==> config.mk <==
export PLATFORM = sky130hd
export DESIGN_NAME = switch_forward_mac_control
export DESIGN_NICKNAME = d
export VERILOG_FILES = /design/src/core/fwd_ctrl_pkg.sv /design/src/core/switch_forward_mac_control.sv /design/src/core/frame_filter.sv
export SDC_FILE = /design/constraint.sdc
export NUM_CORES = 1
export LEC_CHECK = 0
export ABC_AREA = 1
export BUFFER_PORTS_ARGS = -buffer_cell sky130_fd_sc_hd__buf_2
export CAP_MARGIN = 20
export CORE_MARGIN = 5
export CORE_UTILIZATION = 30
export DETAILED_ROUTE_END_ITERATION = 16
export SETUP_SLACK_MARGIN = 0.1
export SYNTH_ARGS = -nofsm -noshare
export SYNTH_HDL_FRONTEND = slang
export SYNTH_HIERARCHICAL = 1
export SYNTH_SLANG_ARGS = --single-unit
==> constraint.sdc <==
create_clock -name sys_clk_i -period 1.1 [get_ports sys_clk_i]
set_input_delay 0.165 -clock sys_clk_i [delete_from_list [all_inputs] [get_ports sys_clk_i]]
set_output_delay 0.165 -clock sys_clk_i [all_outputs]
set_load 0.01 [all_outputs]
==> src/core/fwd_ctrl_pkg.sv <==
package fwd_ctrl_pkg;
   // ----------------------------------------------------------------
   // Register map
   // ----------------------------------------------------------------
   localparam logic [11:0] VLAN_FWD_ADDR = 12'h328;
   localparam logic [11:0] MAC_CTL0_ADDR = 12'h330;
   // ----------------------------------------------------------------
   // Field positions
   // ----------------------------------------------------------------
   localparam int VLAN_FWD_EN_BIT = 31;
   localparam int PORT_COUNT = 7;
   localparam int ALT_BACKOFF_BIT = 7;
   localparam int LEN_CHECK_BIT = 3;
   localparam int FC_DROP_MODE_BIT = 1;
   localparam int AGGR_BACKOFF_BIT = 0;
   // ----------------------------------------------------------------
   // Reset values
   // ----------------------------------------------------------------
   localparam logic [31:0] VLAN_FWD_RESET = 32'h0000_0000;
   localparam logic [7:0] MAC_CTL0_RESET = 8'h04;
   // Mask of stored bits in the VLAN control word
   localparam logic [31:0] VLAN_FWD_WMASK = 32'h8000_007F;
   // ----------------------------------------------------------------
   // Frame constants
   // ----------------------------------------------------------------
   localparam logic [15:0] LEN_FIELD_LIMIT = 16'h05DC;
   localparam logic [15:0] PAUSE_ETYPE = 16'h8808;
   localparam logic [47:0] PAUSE_DA = 48'h0180_C200_0001;
   // Frame categories: none first, then highest rank first
   typedef enum logic [1:0] {
      CAT_NONE,
      CAT_UNK_VLAN,
      CAT_UNK_UCAST,
      CAT_UNK_MCAST
   } frame_cat_e;
endpackage : fwd_ctrl_pkg

==> src/core/switch_forward_mac_control.sv <==
// Operation
// [RULE1] Enable bit set sends unknown-VLAN frames to masked ports; clear disables it.
// [RULE2] Mask bit n selects switch port n+1; ones include, zeros exclude.
// [RULE3] Alternate back-off acts only on half-duplex ports.
// [RULE4] Software should set alternate back-off with no-excessive-collision-drop.
// [RULE5] Length check on: drop frames with field below 1500 and mismatching length.
// [RULE6] Length check off: no length comparison, frames pass.
// [RULE7] Drop mode set: drop on pause EtherType or pause address.
// [RULE8] Drop mode clear: drop only when both pause conditions match.
// [RULE9] Aggressive back-off selects non-standard half-duplex back-off.
// [RULE10] Category rank: unknown VLAN, then unicast, then multicast.
// [RULE11] Reserved read-only bits of VLAN control read zero, ignore writes.
`timescale 1ns/1ps
module switch_forward_mac_control #(
   parameter int PORTS = fwd_ctrl_pkg::PORT_COUNT
) (
   // Clock and reset
   input wire logic sys_clk_i,
   input wire logic sys_rst_i,
   // Register port
   input wire logic [11:0] reg_addr_i,
   input wire logic [31:0] reg_wdata_i,
   input wire logic reg_wr_i,
   input wire logic reg_rd_i,
   output logic [31:0] reg_rdata_o,
   // Received frame classification
   input wire logic hdr_valid_i,
   input wire logic unk_vlan_i,
   input wire logic unk_ucast_i,
   input wire logic unk_mcast_i,
   input wire logic [15:0] etype_len_i,
   input wire logic [15:0] frame_len_i,
   input wire logic [47:0] dest_addr_i,
   // Per-port duplex (1 = half)
   input wire logic [PORTS-1:0] half_duplex_i,
   // Forwarding verdict
   output logic [PORTS-1:0] vlan_egress_o,
   output logic vlan_fwd_o,
   output logic [1:0] frame_cat_o,
   output logic drop_o,
   // Back-off selection per port
   output logic [PORTS-1:0] alt_backoff_o,
   output logic [PORTS-1:0] aggr_backoff_o
);
   logic [31:0] vlan_ctl_q;
   logic [7:0] mac_ctl0_q;
   logic [31:0] rdata_q;
   logic [PORTS-1:0] egress_q;
   logic fwd_q;
   fwd_ctrl_pkg::frame_cat_e cat_d;
   fwd_ctrl_pkg::frame_cat_e cat_q;
   logic [PORTS-1:0] alt_q;
   logic [PORTS-1:0] aggr_q;

   // ----------------------------------------------------------------
   // Decode helpers
   // ----------------------------------------------------------------
   // True for a header that ranks as unknown VLAN while forwarding is enabled;
   // the forward flag and the egress mask share it so they can never disagree
   function automatic logic vlan_forward_hit(input logic valid,
                                             input fwd_ctrl_pkg::frame_cat_e cat,
                                             input logic [31:0] ctl);
      return valid && cat == fwd_ctrl_pkg::CAT_UNK_VLAN && ctl[fwd_ctrl_pkg::VLAN_FWD_EN_BIT];
   endfunction : vlan_forward_hit

   // ----------------------------------------------------------------
   // Register writes
   // ----------------------------------------------------------------
   // [RULE11] reserved bits masked
   always_ff @(posedge sys_clk_i) begin
      if (sys_rst_i) begin
         vlan_ctl_q <= fwd_ctrl_pkg::VLAN_FWD_RESET;
      end else if (reg_wr_i && reg_addr_i == fwd_ctrl_pkg::VLAN_FWD_ADDR) begin
         vlan_ctl_q <= reg_wdata_i & fwd_ctrl_pkg::VLAN_FWD_WMASK;
      end
   end

   // Reserved bits of MAC control are read/write and kept as written;
   // bit 2 resets high, so software should write it back as read
   always_ff @(posedge sys_clk_i) begin
      if (sys_rst_i) begin
         mac_ctl0_q <= fwd_ctrl_pkg::MAC_CTL0_RESET;
      end else if (reg_wr_i && reg_addr_i == fwd_ctrl_pkg::MAC_CTL0_ADDR) begin
         mac_ctl0_q <= reg_wdata_i[7:0];
      end
   end

   // ----------------------------------------------------------------
   // Register reads
   // ----------------------------------------------------------------
   // Data stands only in the cycle after the strobe; unmapped reads zero.
   // Returning zero when idle keeps a shared read bus free of stale words.
   always_ff @(posedge sys_clk_i) begin
      if (sys_rst_i) begin
         rdata_q <= 32'h0000_0000;
      end else if (reg_rd_i) begin
         case (reg_addr_i)
            fwd_ctrl_pkg::VLAN_FWD_ADDR: rdata_q <= vlan_ctl_q;
            fwd_ctrl_pkg::MAC_CTL0_ADDR: rdata_q <= {24'h00_0000, mac_ctl0_q};
            default: rdata_q <= 32'h0000_0000;
         endcase
      end else begin
         rdata_q <= 32'h0000_0000;
      end
   end
   assign reg_rdata_o = rdata_q;

   // ----------------------------------------------------------------
   // Category ranking
   // ----------------------------------------------------------------
   // [RULE10] highest rank wins
   always_comb begin
      if (unk_vlan_i) begin
         cat_d = fwd_ctrl_pkg::CAT_UNK_VLAN;
      end else if (unk_ucast_i) begin
         cat_d = fwd_ctrl_pkg::CAT_UNK_UCAST;
      end else if (unk_mcast_i) begin
         cat_d = fwd_ctrl_pkg::CAT_UNK_MCAST;
      end else begin
         cat_d = fwd_ctrl_pkg::CAT_NONE;
      end
   end

   // [RULE1] enable gates forwarding
   // [RULE2] mask bit n is port n+1
   // Only the VLAN category is owned here; other categories leave egress empty
   always_ff @(posedge sys_clk_i) begin
      if (sys_rst_i) begin
         cat_q <= fwd_ctrl_pkg::CAT_NONE;
         fwd_q <= 1'b0;
         egress_q <= '0;
      end else begin
         cat_q <= hdr_valid_i ? cat_d : fwd_ctrl_pkg::CAT_NONE;
         fwd_q <= vlan_forward_hit(hdr_valid_i, cat_d, vlan_ctl_q);
         if (vlan_forward_hit(hdr_valid_i, cat_d, vlan_ctl_q)) begin
            egress_q <= vlan_ctl_q[PORTS-1:0];
         end else begin
            egress_q <= '0;
         end
      end
   end
   assign vlan_egress_o = egress_q;
   assign vlan_fwd_o = fwd_q;
   assign frame_cat_o = cat_q;

   // ----------------------------------------------------------------
   // Back-off selection
   // ----------------------------------------------------------------
   // [RULE3] half-duplex only
   // [RULE9] aggressive back-off select
   // Full-duplex ports never back off, so both selects stay low there
   genvar p;
   generate
      for (p = 0; p < PORTS; p = p + 1) begin : g_port
         always_ff @(posedge sys_clk_i) begin
            if (sys_rst_i) begin
               alt_q[p] <= 1'b0;
               aggr_q[p] <= 1'b0;
            end else begin
               alt_q[p] <= half_duplex_i[p] && mac_ctl0_q[fwd_ctrl_pkg::ALT_BACKOFF_BIT];
               aggr_q[p] <= half_duplex_i[p] && mac_ctl0_q[fwd_ctrl_pkg::AGGR_BACKOFF_BIT];
            end
         end
      end
   endgenerate
   assign alt_backoff_o = alt_q;
   assign aggr_backoff_o = aggr_q;

   // ----------------------------------------------------------------
   // Frame filter
   // ----------------------------------------------------------------
   frame_filter u_filter (
      .sys_clk_i(sys_clk_i),
      .sys_rst_i(sys_rst_i),
      .len_check_en_i(mac_ctl0_q[fwd_ctrl_pkg::LEN_CHECK_BIT]),
      .fc_drop_mode_i(mac_ctl0_q[fwd_ctrl_pkg::FC_DROP_MODE_BIT]),
      .hdr_valid_i(hdr_valid_i),
      .etype_len_i(etype_len_i),
      .frame_len_i(frame_len_i),
      .dest_addr_i(dest_addr_i),
      .drop_o(drop_o)
   );

   // ----------------------------------------------------------------
   // Checks
   // ----------------------------------------------------------------
   // Every check looks one cycle after the header, strobe or control/duplex level that it judges
   // Forwarding
   a_vlan_fwd_mask: assert property (@(posedge sys_clk_i) disable iff (sys_rst_i) // [RULE2]
      (hdr_valid_i && unk_vlan_i && vlan_ctl_q[fwd_ctrl_pkg::VLAN_FWD_EN_BIT])
      |=> (vlan_fwd_o && vlan_egress_o == $past(vlan_ctl_q[PORTS-1:0])))
      else $error("unknown VLAN frame not forwarded to mask");
   a_vlan_fwd_off: assert property (@(posedge sys_clk_i) disable iff (sys_rst_i) // [RULE1]
      (!vlan_ctl_q[fwd_ctrl_pkg::VLAN_FWD_EN_BIT]) |=> (vlan_egress_o == '0 && !vlan_fwd_o))
      else $error("forwarding while disabled");
   a_idle_no_verdict: assert property (@(posedge sys_clk_i) disable iff (sys_rst_i) // [RULE1]
      (!hdr_valid_i) |=> (vlan_egress_o == '0 && !vlan_fwd_o && !drop_o
       && frame_cat_o == fwd_ctrl_pkg::CAT_NONE))
      else $error("verdict without a header");
   // Ranking
   a_rank_vlan_first: assert property (@(posedge sys_clk_i) disable iff (sys_rst_i) // [RULE10]
      (hdr_valid_i && unk_vlan_i) |=> frame_cat_o == fwd_ctrl_pkg::CAT_UNK_VLAN)
      else $error("unknown VLAN did not take precedence");
   a_rank_ucast_next: assert property (@(posedge sys_clk_i) disable iff (sys_rst_i) // [RULE10]
      (hdr_valid_i && !unk_vlan_i && unk_ucast_i) |=> frame_cat_o == fwd_ctrl_pkg::CAT_UNK_UCAST)
      else $error("unknown unicast did not outrank multicast");
   // Register map
   a_reserved_zero: assert property (@(posedge sys_clk_i) disable iff (sys_rst_i) // [RULE11]
      (reg_rd_i && reg_addr_i == fwd_ctrl_pkg::VLAN_FWD_ADDR)
      |=> reg_rdata_o[30:7] == 24'h00_0000)
      else $error("reserved bits read nonzero");
   a_reserved_write: assert property (@(posedge sys_clk_i) disable iff (sys_rst_i) // [RULE11]
      (reg_wr_i && reg_addr_i == fwd_ctrl_pkg::VLAN_FWD_ADDR)
      |=> vlan_ctl_q == ($past(reg_wdata_i) & fwd_ctrl_pkg::VLAN_FWD_WMASK))
      else $error("reserved VLAN control bits took a write");
   // Back-off
   a_full_duplex_std: assert property (@(posedge sys_clk_i) disable iff (sys_rst_i) // [RULE3]
      $past(sys_rst_i) == 1'b0 |-> ((alt_backoff_o & ~$past(half_duplex_i)) == '0))
      else $error("alternate back-off on full-duplex port");
   a_alt_follow: assert property (@(posedge sys_clk_i) disable iff (sys_rst_i) // [RULE3]
      !$past(sys_rst_i) |-> alt_backoff_o == ($past(half_duplex_i)
       & {PORTS{$past(mac_ctl0_q[fwd_ctrl_pkg::ALT_BACKOFF_BIT])}}))
      else $error("alternate back-off does not follow control");
   a_aggr_follow: assert property (@(posedge sys_clk_i) disable iff (sys_rst_i) // [RULE9]
      (half_duplex_i[0] && mac_ctl0_q[fwd_ctrl_pkg::AGGR_BACKOFF_BIT]) |=> aggr_backoff_o[0])
      else $error("aggressive back-off not applied");
endmodule : switch_forward_mac_control

==> src/core/frame_filter.sv <==
`timescale 1ns/1ps
module frame_filter (
   // Clock and reset
   input wire logic sys_clk_i,
   input wire logic sys_rst_i,
   // Configuration
   input wire logic len_check_en_i,
   input wire logic fc_drop_mode_i,
   // Frame header
   input wire logic hdr_valid_i,
   input wire logic [15:0] etype_len_i,
   input wire logic [15:0] frame_len_i,
   input wire logic [47:0] dest_addr_i,
   // Verdict
   output logic drop_o
);
   logic len_bad;
   logic etype_hit;
   logic da_hit;
   logic drop_d;
   logic drop_q;

   // ----------------------------------------------------------------
   // Header checks
   // ----------------------------------------------------------------
   // [RULE5] length mismatch discard
   // [RULE6] check off passes all
   assign len_bad = len_check_en_i && (etype_len_i < fwd_ctrl_pkg::LEN_FIELD_LIMIT)
                    && (frame_len_i != etype_len_i);
   assign etype_hit = (etype_len_i == fwd_ctrl_pkg::PAUSE_ETYPE);
   assign da_hit = (dest_addr_i == fwd_ctrl_pkg::PAUSE_DA);
   // [RULE7] either match drops
   // [RULE8] both must match
   assign drop_d = hdr_valid_i && (len_bad ||
                   (fc_drop_mode_i ? (etype_hit || da_hit) : (etype_hit && da_hit)));

   // Verdict registered so it stands for one cycle after the header
   always_ff @(posedge sys_clk_i) begin
      if (sys_rst_i) begin
         drop_q <= 1'b0;
      end else begin
         drop_q <= drop_d;
      end
   end
   assign drop_o = drop_q;

   // Single pause match kept in strict mode
   a_fc_both_only: assert property (@(posedge sys_clk_i) disable iff (sys_rst_i) // [RULE8]
      (hdr_valid_i && !fc_drop_mode_i && !len_check_en_i && (etype_hit != da_hit))
      |=> !drop_o) else $error("single pause match dropped in strict mode");
   // Either pause match drops in loose mode
   a_fc_either_drop: assert property (@(posedge sys_clk_i) disable iff (sys_rst_i) // [RULE7]
      (hdr_valid_i && fc_drop_mode_i && (etype_hit || da_hit)) |=> drop_o)
      else $error("pause frame not dropped");
   // Unchecked length passes
   a_len_off_pass: assert property (@(posedge sys_clk_i) disable iff (sys_rst_i) // [RULE6]
      (hdr_valid_i && !len_check_en_i && !etype_hit && !da_hit) |=> !drop_o)
      else $error("frame dropped with length check off");
   // Mismatch discarded
   a_len_bad_drop: assert property (@(posedge sys_clk_i) disable iff (sys_rst_i) // [RULE5]
      (hdr_valid_i && len_check_en_i && etype_len_i < fwd_ctrl_pkg::LEN_FIELD_LIMIT
       && frame_len_i != etype_len_i) |=> drop_o)
      else $error("length mismatch not discarded");
endmodule : frame_filter

* Word-level counts from Yosys, hierarchy flattened
Index checks and enable logic that the tools add are counted.
** Storage, ports and cells
- Memories :: 0
- Bits in writable memories :: 0
- Input bits :: 139
- Memory bits (read-only) :: 0
- Bits in latches :: 0
- Register bits after elaboration :: 73
- Logic and storage cells :: 63
- Output and inout bits :: 57
** Cells by class
- Reduce and logical (&&, ||, !) cells :: 27
- Mux-type cells :: 5
- Multiply operators :: 0
- Shift operators :: 0
- Bitwise gates (word level) :: 3
- Magnitude comparators :: 1
- $add $sub $neg :: 0
- Divide/modulo/power cells :: 0
- Eq/ne operators :: 6
** Operators by type and width (count)
- case mux 32 bit (2 select lines) :: 1
- == test 48 x 41 -> 1 bit, second input constant :: 1
- == test 12 x 10 -> 1 bit, second input constant :: 2
- logical AND 1 bit :: 22
- == test 16 bit, second input constant :: 1
- less-than comparator 16 x 11 -> 1 bit, second input constant :: 1
- inequality test 16 bit :: 1
- two-way mux 2 bit :: 3
- OR reduction 2 bit :: 3
- inverter 1 bit :: 3
- == test 2 x 1 -> 1 bit, second input constant :: 1
- logical OR 1 bit :: 2
- two-way mux 1 bit :: 1

* Longest topological paths before layout
- Word-level depth :: 8
- Mapped depth :: 10
- Gate-level depth less buffers :: 10

* By module
Netlist, hierarchy kept.
** Modules (own cells, without submodules)
- switch_forward_mac_control :: area each 2067.0 µm², instances 1, cells each 269, sequential area each 980.9 µm²
- frame_filter :: area each 660.6 µm², instances 1, cells each 148, sequential area each 20.0 µm²

* Least setup slack after synthesis
No wires, ideal clock.
- Kind :: in2reg
- Start point :: input port reg_addr_i[11]
- End point :: register mac_ctl0_q[0]
- Stages :: 7
- Path slack :: 0.108 ns
- Data required time :: 0.990 ns
- Arrival time :: 0.882 ns
- Library setup time :: 0.110 ns
- Path buffers :: 1
- Cell sequence :: nor2_1 -> nand2_1 -> nor2_8 -> buf_4 -> nand4_1 -> nand2_1 -> nor2_1
** On the way
- Word-level cells in the longest chain between the ends :: 2
** RTL lines
- from (decl) :: RTL line switch_forward_mac_control.sv:21 : input wire logic [11:0] reg_addr_i,
- == test 12 x 10 -> 1 bit :: RTL line switch_forward_mac_control.sv:83 : end else if (reg_wr_i && reg_addr_i == fwd_ctrl_pkg::MAC_CTL0_ADDR) begin
- logical AND 1 bit :: RTL line switch_forward_mac_control.sv:83
- to (signal assigned) :: RTL line switch_forward_mac_control.sv:82 : mac_ctl0_q <= fwd_ctrl_pkg::MAC_CTL0_RESET;
- to (signal assigned) :: RTL line switch_forward_mac_control.sv:84 : mac_ctl0_q <= reg_wdata_i[7:0];
- to (decl) :: RTL line switch_forward_mac_control.sv:46 : logic [7:0] mac_ctl0_q;
No other way between the ends.
A chain may end at the register's enable or synchronous reset.

* Worst setup path after layout
- Start point :: register rdata_q[4] (netlist: reg_rdata_o[4])
- End point :: output port reg_rdata_o[4]
** RTL lines
- from (decl) :: RTL line switch_forward_mac_control.sv:47 : logic [31:0] rdata_q;
- from (signal assigned) :: RTL line switch_forward_mac_control.sv:98 : fwd_ctrl_pkg::VLAN_FWD_ADDR: rdata_q <= vlan_ctl_q;
- from (signal assigned) :: RTL line switch_forward_mac_control.sv:99 : fwd_ctrl_pkg::MAC_CTL0_ADDR: rdata_q <= {24'h00_0000, mac_ctl0_q};
- to (decl) :: RTL line switch_forward_mac_control.sv:25 : output logic [31:0] reg_rdata_o,
No word-level cell between the ends.

==> flow_summary.ini <==
[outcome]
outcome = complete, no violations

[global_route]
track_usage_pct = 12.6
grt_pass1_vias = 2654
antenna_found_initial = 0
grt-ovfl-total = 0
grt_first_pass_wirelength_um = 11700
grt_max_degree = 19

[finish]
nFillCells = 929
layout-drive-gt1-share_pct = 34.2
nets = 725
instances_no_fill = 695
syn2layout_area_growth_pct = 38.7
antenna_cells = 0

[placed_design]
io_buffers = 149
dp_hpwl_um = 6160
place.gp.congestion = 0.835
dp.cells = 684

[setup_path]
reg2reg_slack_ns = 0.18
path_buf_inv = 1
crit_path_top_delay_cell = dfxtp_1
start_kind = flip-flop
r2r_cells = 6
r2r-start = mac_ctl0_q[3]$_SDFFE_PP0P_
r2r-end = u_filter/drop_o$_SDFF_PP0_
crit_chain = buf_2
cp.required_ns = 0.94
path_max_fanout = 1
crit_path_end_kind = output pin
cp_slowest_stage_delay_ns = 0.34
crit_family = flip-flops
arrival_ns = 0.77
worstSetupPathType = reg2out

[routing]
drt_wl_total_um = 7460
drt-wirelength-per-cell_um = 10.7
dr.first_iter.drc_count = 97
first_pass_iters = 4
ant_nets = 0
viasPerCell = 4.14
vias = 2877
drc = 0

[sta]
rsz0062_at_grt = yes
max_freq_mhz = 1060
hold_viol = 0
period_share_pct = 85.4
fin_crit_ns = 0.940
setup_viol = 0
skew_ns = 0.00703
drv_slew = 0

[synth]
synth_flop_cell = dfxtp_1
synth_edf_count = 0
avgSynthCellArea_um2 = 6.54
synth_top_area_share_pct = 36.7
async_flop_share_pct = 0
synth_area_um2 = 2730
synth_area_leader_cell = dfxtp_1
yosys.cell_types.count = 24
ys_warn_count = 6
synth_area_leaders = dfxtp_1 37%, nand2_1 13%, nor2_1 12%, inv_1 10%, buf_4 7.2%
seq_area_frac_synth_pct = 36.7
syn_inst = 417
ys_ff_latch = 50

[clock_network]
h-tree-depth = 2
clockBufferDepth = 2
clkTransAtPathRegs_ns = 0.10
numCtsBuffers = 5
cts_tree = yes
clock_latency_ns = 0.31
root_buffer = clkbuf_8
clock-sinks = 50

[min_path]
hold_start = half_duplex_i[3]
hold-path-cell-count = 3
holdPathEnd = aggr_backoff_o[3]$_SDFF_PP0_
hold_path_class = in2reg

[floorplan]
fp.dieH_um = 105
core_region_area_um2 = 8810
die_width_um = 105
num_io_pins = 196
die_area_um2 = 11100
num_rows = 34
initial_core_util_pct = 31.0

[flow_run]
maxCapViolCount = 0

[power_and_ir_drop]
p_leak_nw = 2.07
powerDensity_nw_per_um2 = 923
ir_drop_mv = 0.528
power.total_mw = 3.49
[cells by family after synthesis]
| logic type | share of synthesized area, % |
|---|---|
| simple gates | 38.9 |
| buf+inv | 19.2 |
| flops | 36.7 |
| other cells | 0.137 |
| compound gates | 1.83 |
| xor+xnor | 3.21 |
[synth_stat cells (3+ instances only)]
| cell | instances |
|---|---|
| nor2_2 | 6 |
| nand3_1 | 17 |
| nor3_2 | 3 |
| xnor2_1 | 10 |
| nand2_1 | 97 |
| buf_4 | 26 |
| a21oi_1 | 8 |
| nor2_1 | 85 |
| dfxtp_1 | 50 |
| inv_1 | 76 |
| nand4_1 | 20 |
[registers in the layout, indices dropped and copies added, names as in the netlist]
name,flops
reg_rdata_o,9
mac_ctl0_q,8
vlan_ctl_q,8
aggr_backoff_o,7
alt_backoff_o,7
vlan_egress_o,7
frame_cat_o,2
u_filter/drop_o,1
vlan_fwd_o,1
[through the flow]
step                      area (µm²)  setup TNS (ns)  setup slack (ns)  util, %  hold slack [ns]
after floorplan                 2810               0             0.108        -            0.291
after global placement          3660           -1.85           -0.0915     41.5            0.389
after detailed placement        3660           -2.42            -0.133     41.5            0.397
after CTS                       3750               0             0.110     42.6           0.0657
after global routing            3780               0            0.0834     43.0           0.0711
final                           3780               0             0.160     43.0           0.0745
[cell type report]
type	instances	area (µm²)	area share (%)
Inverter	77	289	7.64
Clock inverter	3	23.8	0.629
Multi-Input combinational cell	280	1290	34.2
Clock buffer	5	68.8	1.82
Sequential cell	50	1000	26.5
Timing Repair Buffer	172	968	25.6
Tap cell	108	135	3.57
[worst min-delay path, delay by kind of cell]
family | cells | cell delay [ns]
buffers and inverters | 2 | 0.11
and+or+nand+nor | 1 | 0.08
[layout by cell type, fill, tap and decap left out, types with 10 or more instances in the layout]
cell type	Yosys	layout
inv_1	76	75
nor2_1	85	83
conb_1	1	23
nand4_1	20	20
buf_2	2	149
dfxtp_1	50	49
xnor2_1	10	10
nand2_1	97	97
buf_4	26	19
nand3_1	17	17
[metal layers]
metal  routed length (µm)  GRT usage (%)  vias to the layer above
li1                     -              -                     1535
met1                 2980           13.6                     1213
met2                 3680           23.8                      122
met3                  716           4.03                        7
met4                   78           3.09                        0
met5                    0              0                        -
[how the worst max path moves through the flow]
stage	cells after the start	from	endpoint
2_1_floorplan	7	reg_addr_i[11]	mac_ctl0_q[0]$_SDFFE_PP0P_
3_3_place_gp	8	reg_addr_i[11]	mac_ctl0_q[7]$_SDFFE_PP0P_
3_5_place_dp	11	etype_len_i[12]	u_filter/drop_o$_SDFF_PP0_
4_1_cts	6	mac_ctl0_q[3]$_SDFFE_PP0P_	u_filter/drop_o$_SDFF_PP0_
5_1_grt	6	mac_ctl0_q[3]$_SDFFE_PP0P_	u_filter/drop_o$_SDFF_PP0_
6_report	1	reg_rdata_o[4]$_SDFF_PP0_	reg_rdata_o[4]
[power breakdown]
group | total, mW | switching (mW) | internal, mW
clock network | 1.11 | 0.655 | 0.456
logic | 0.568 | 0.290 | 0.278
registers | 1.81 | 0.000623 | 1.81
[timing repair]
action / CTS / global route
setup buffers: 0 / 3
setup endpoints to repair: 2 / 10
resized for setup: 2 / 3
cloned: 0 / 0
hold buffers: 0 / 0
pin swaps: 0 / 3
Power figures use the tool's default switching activity.
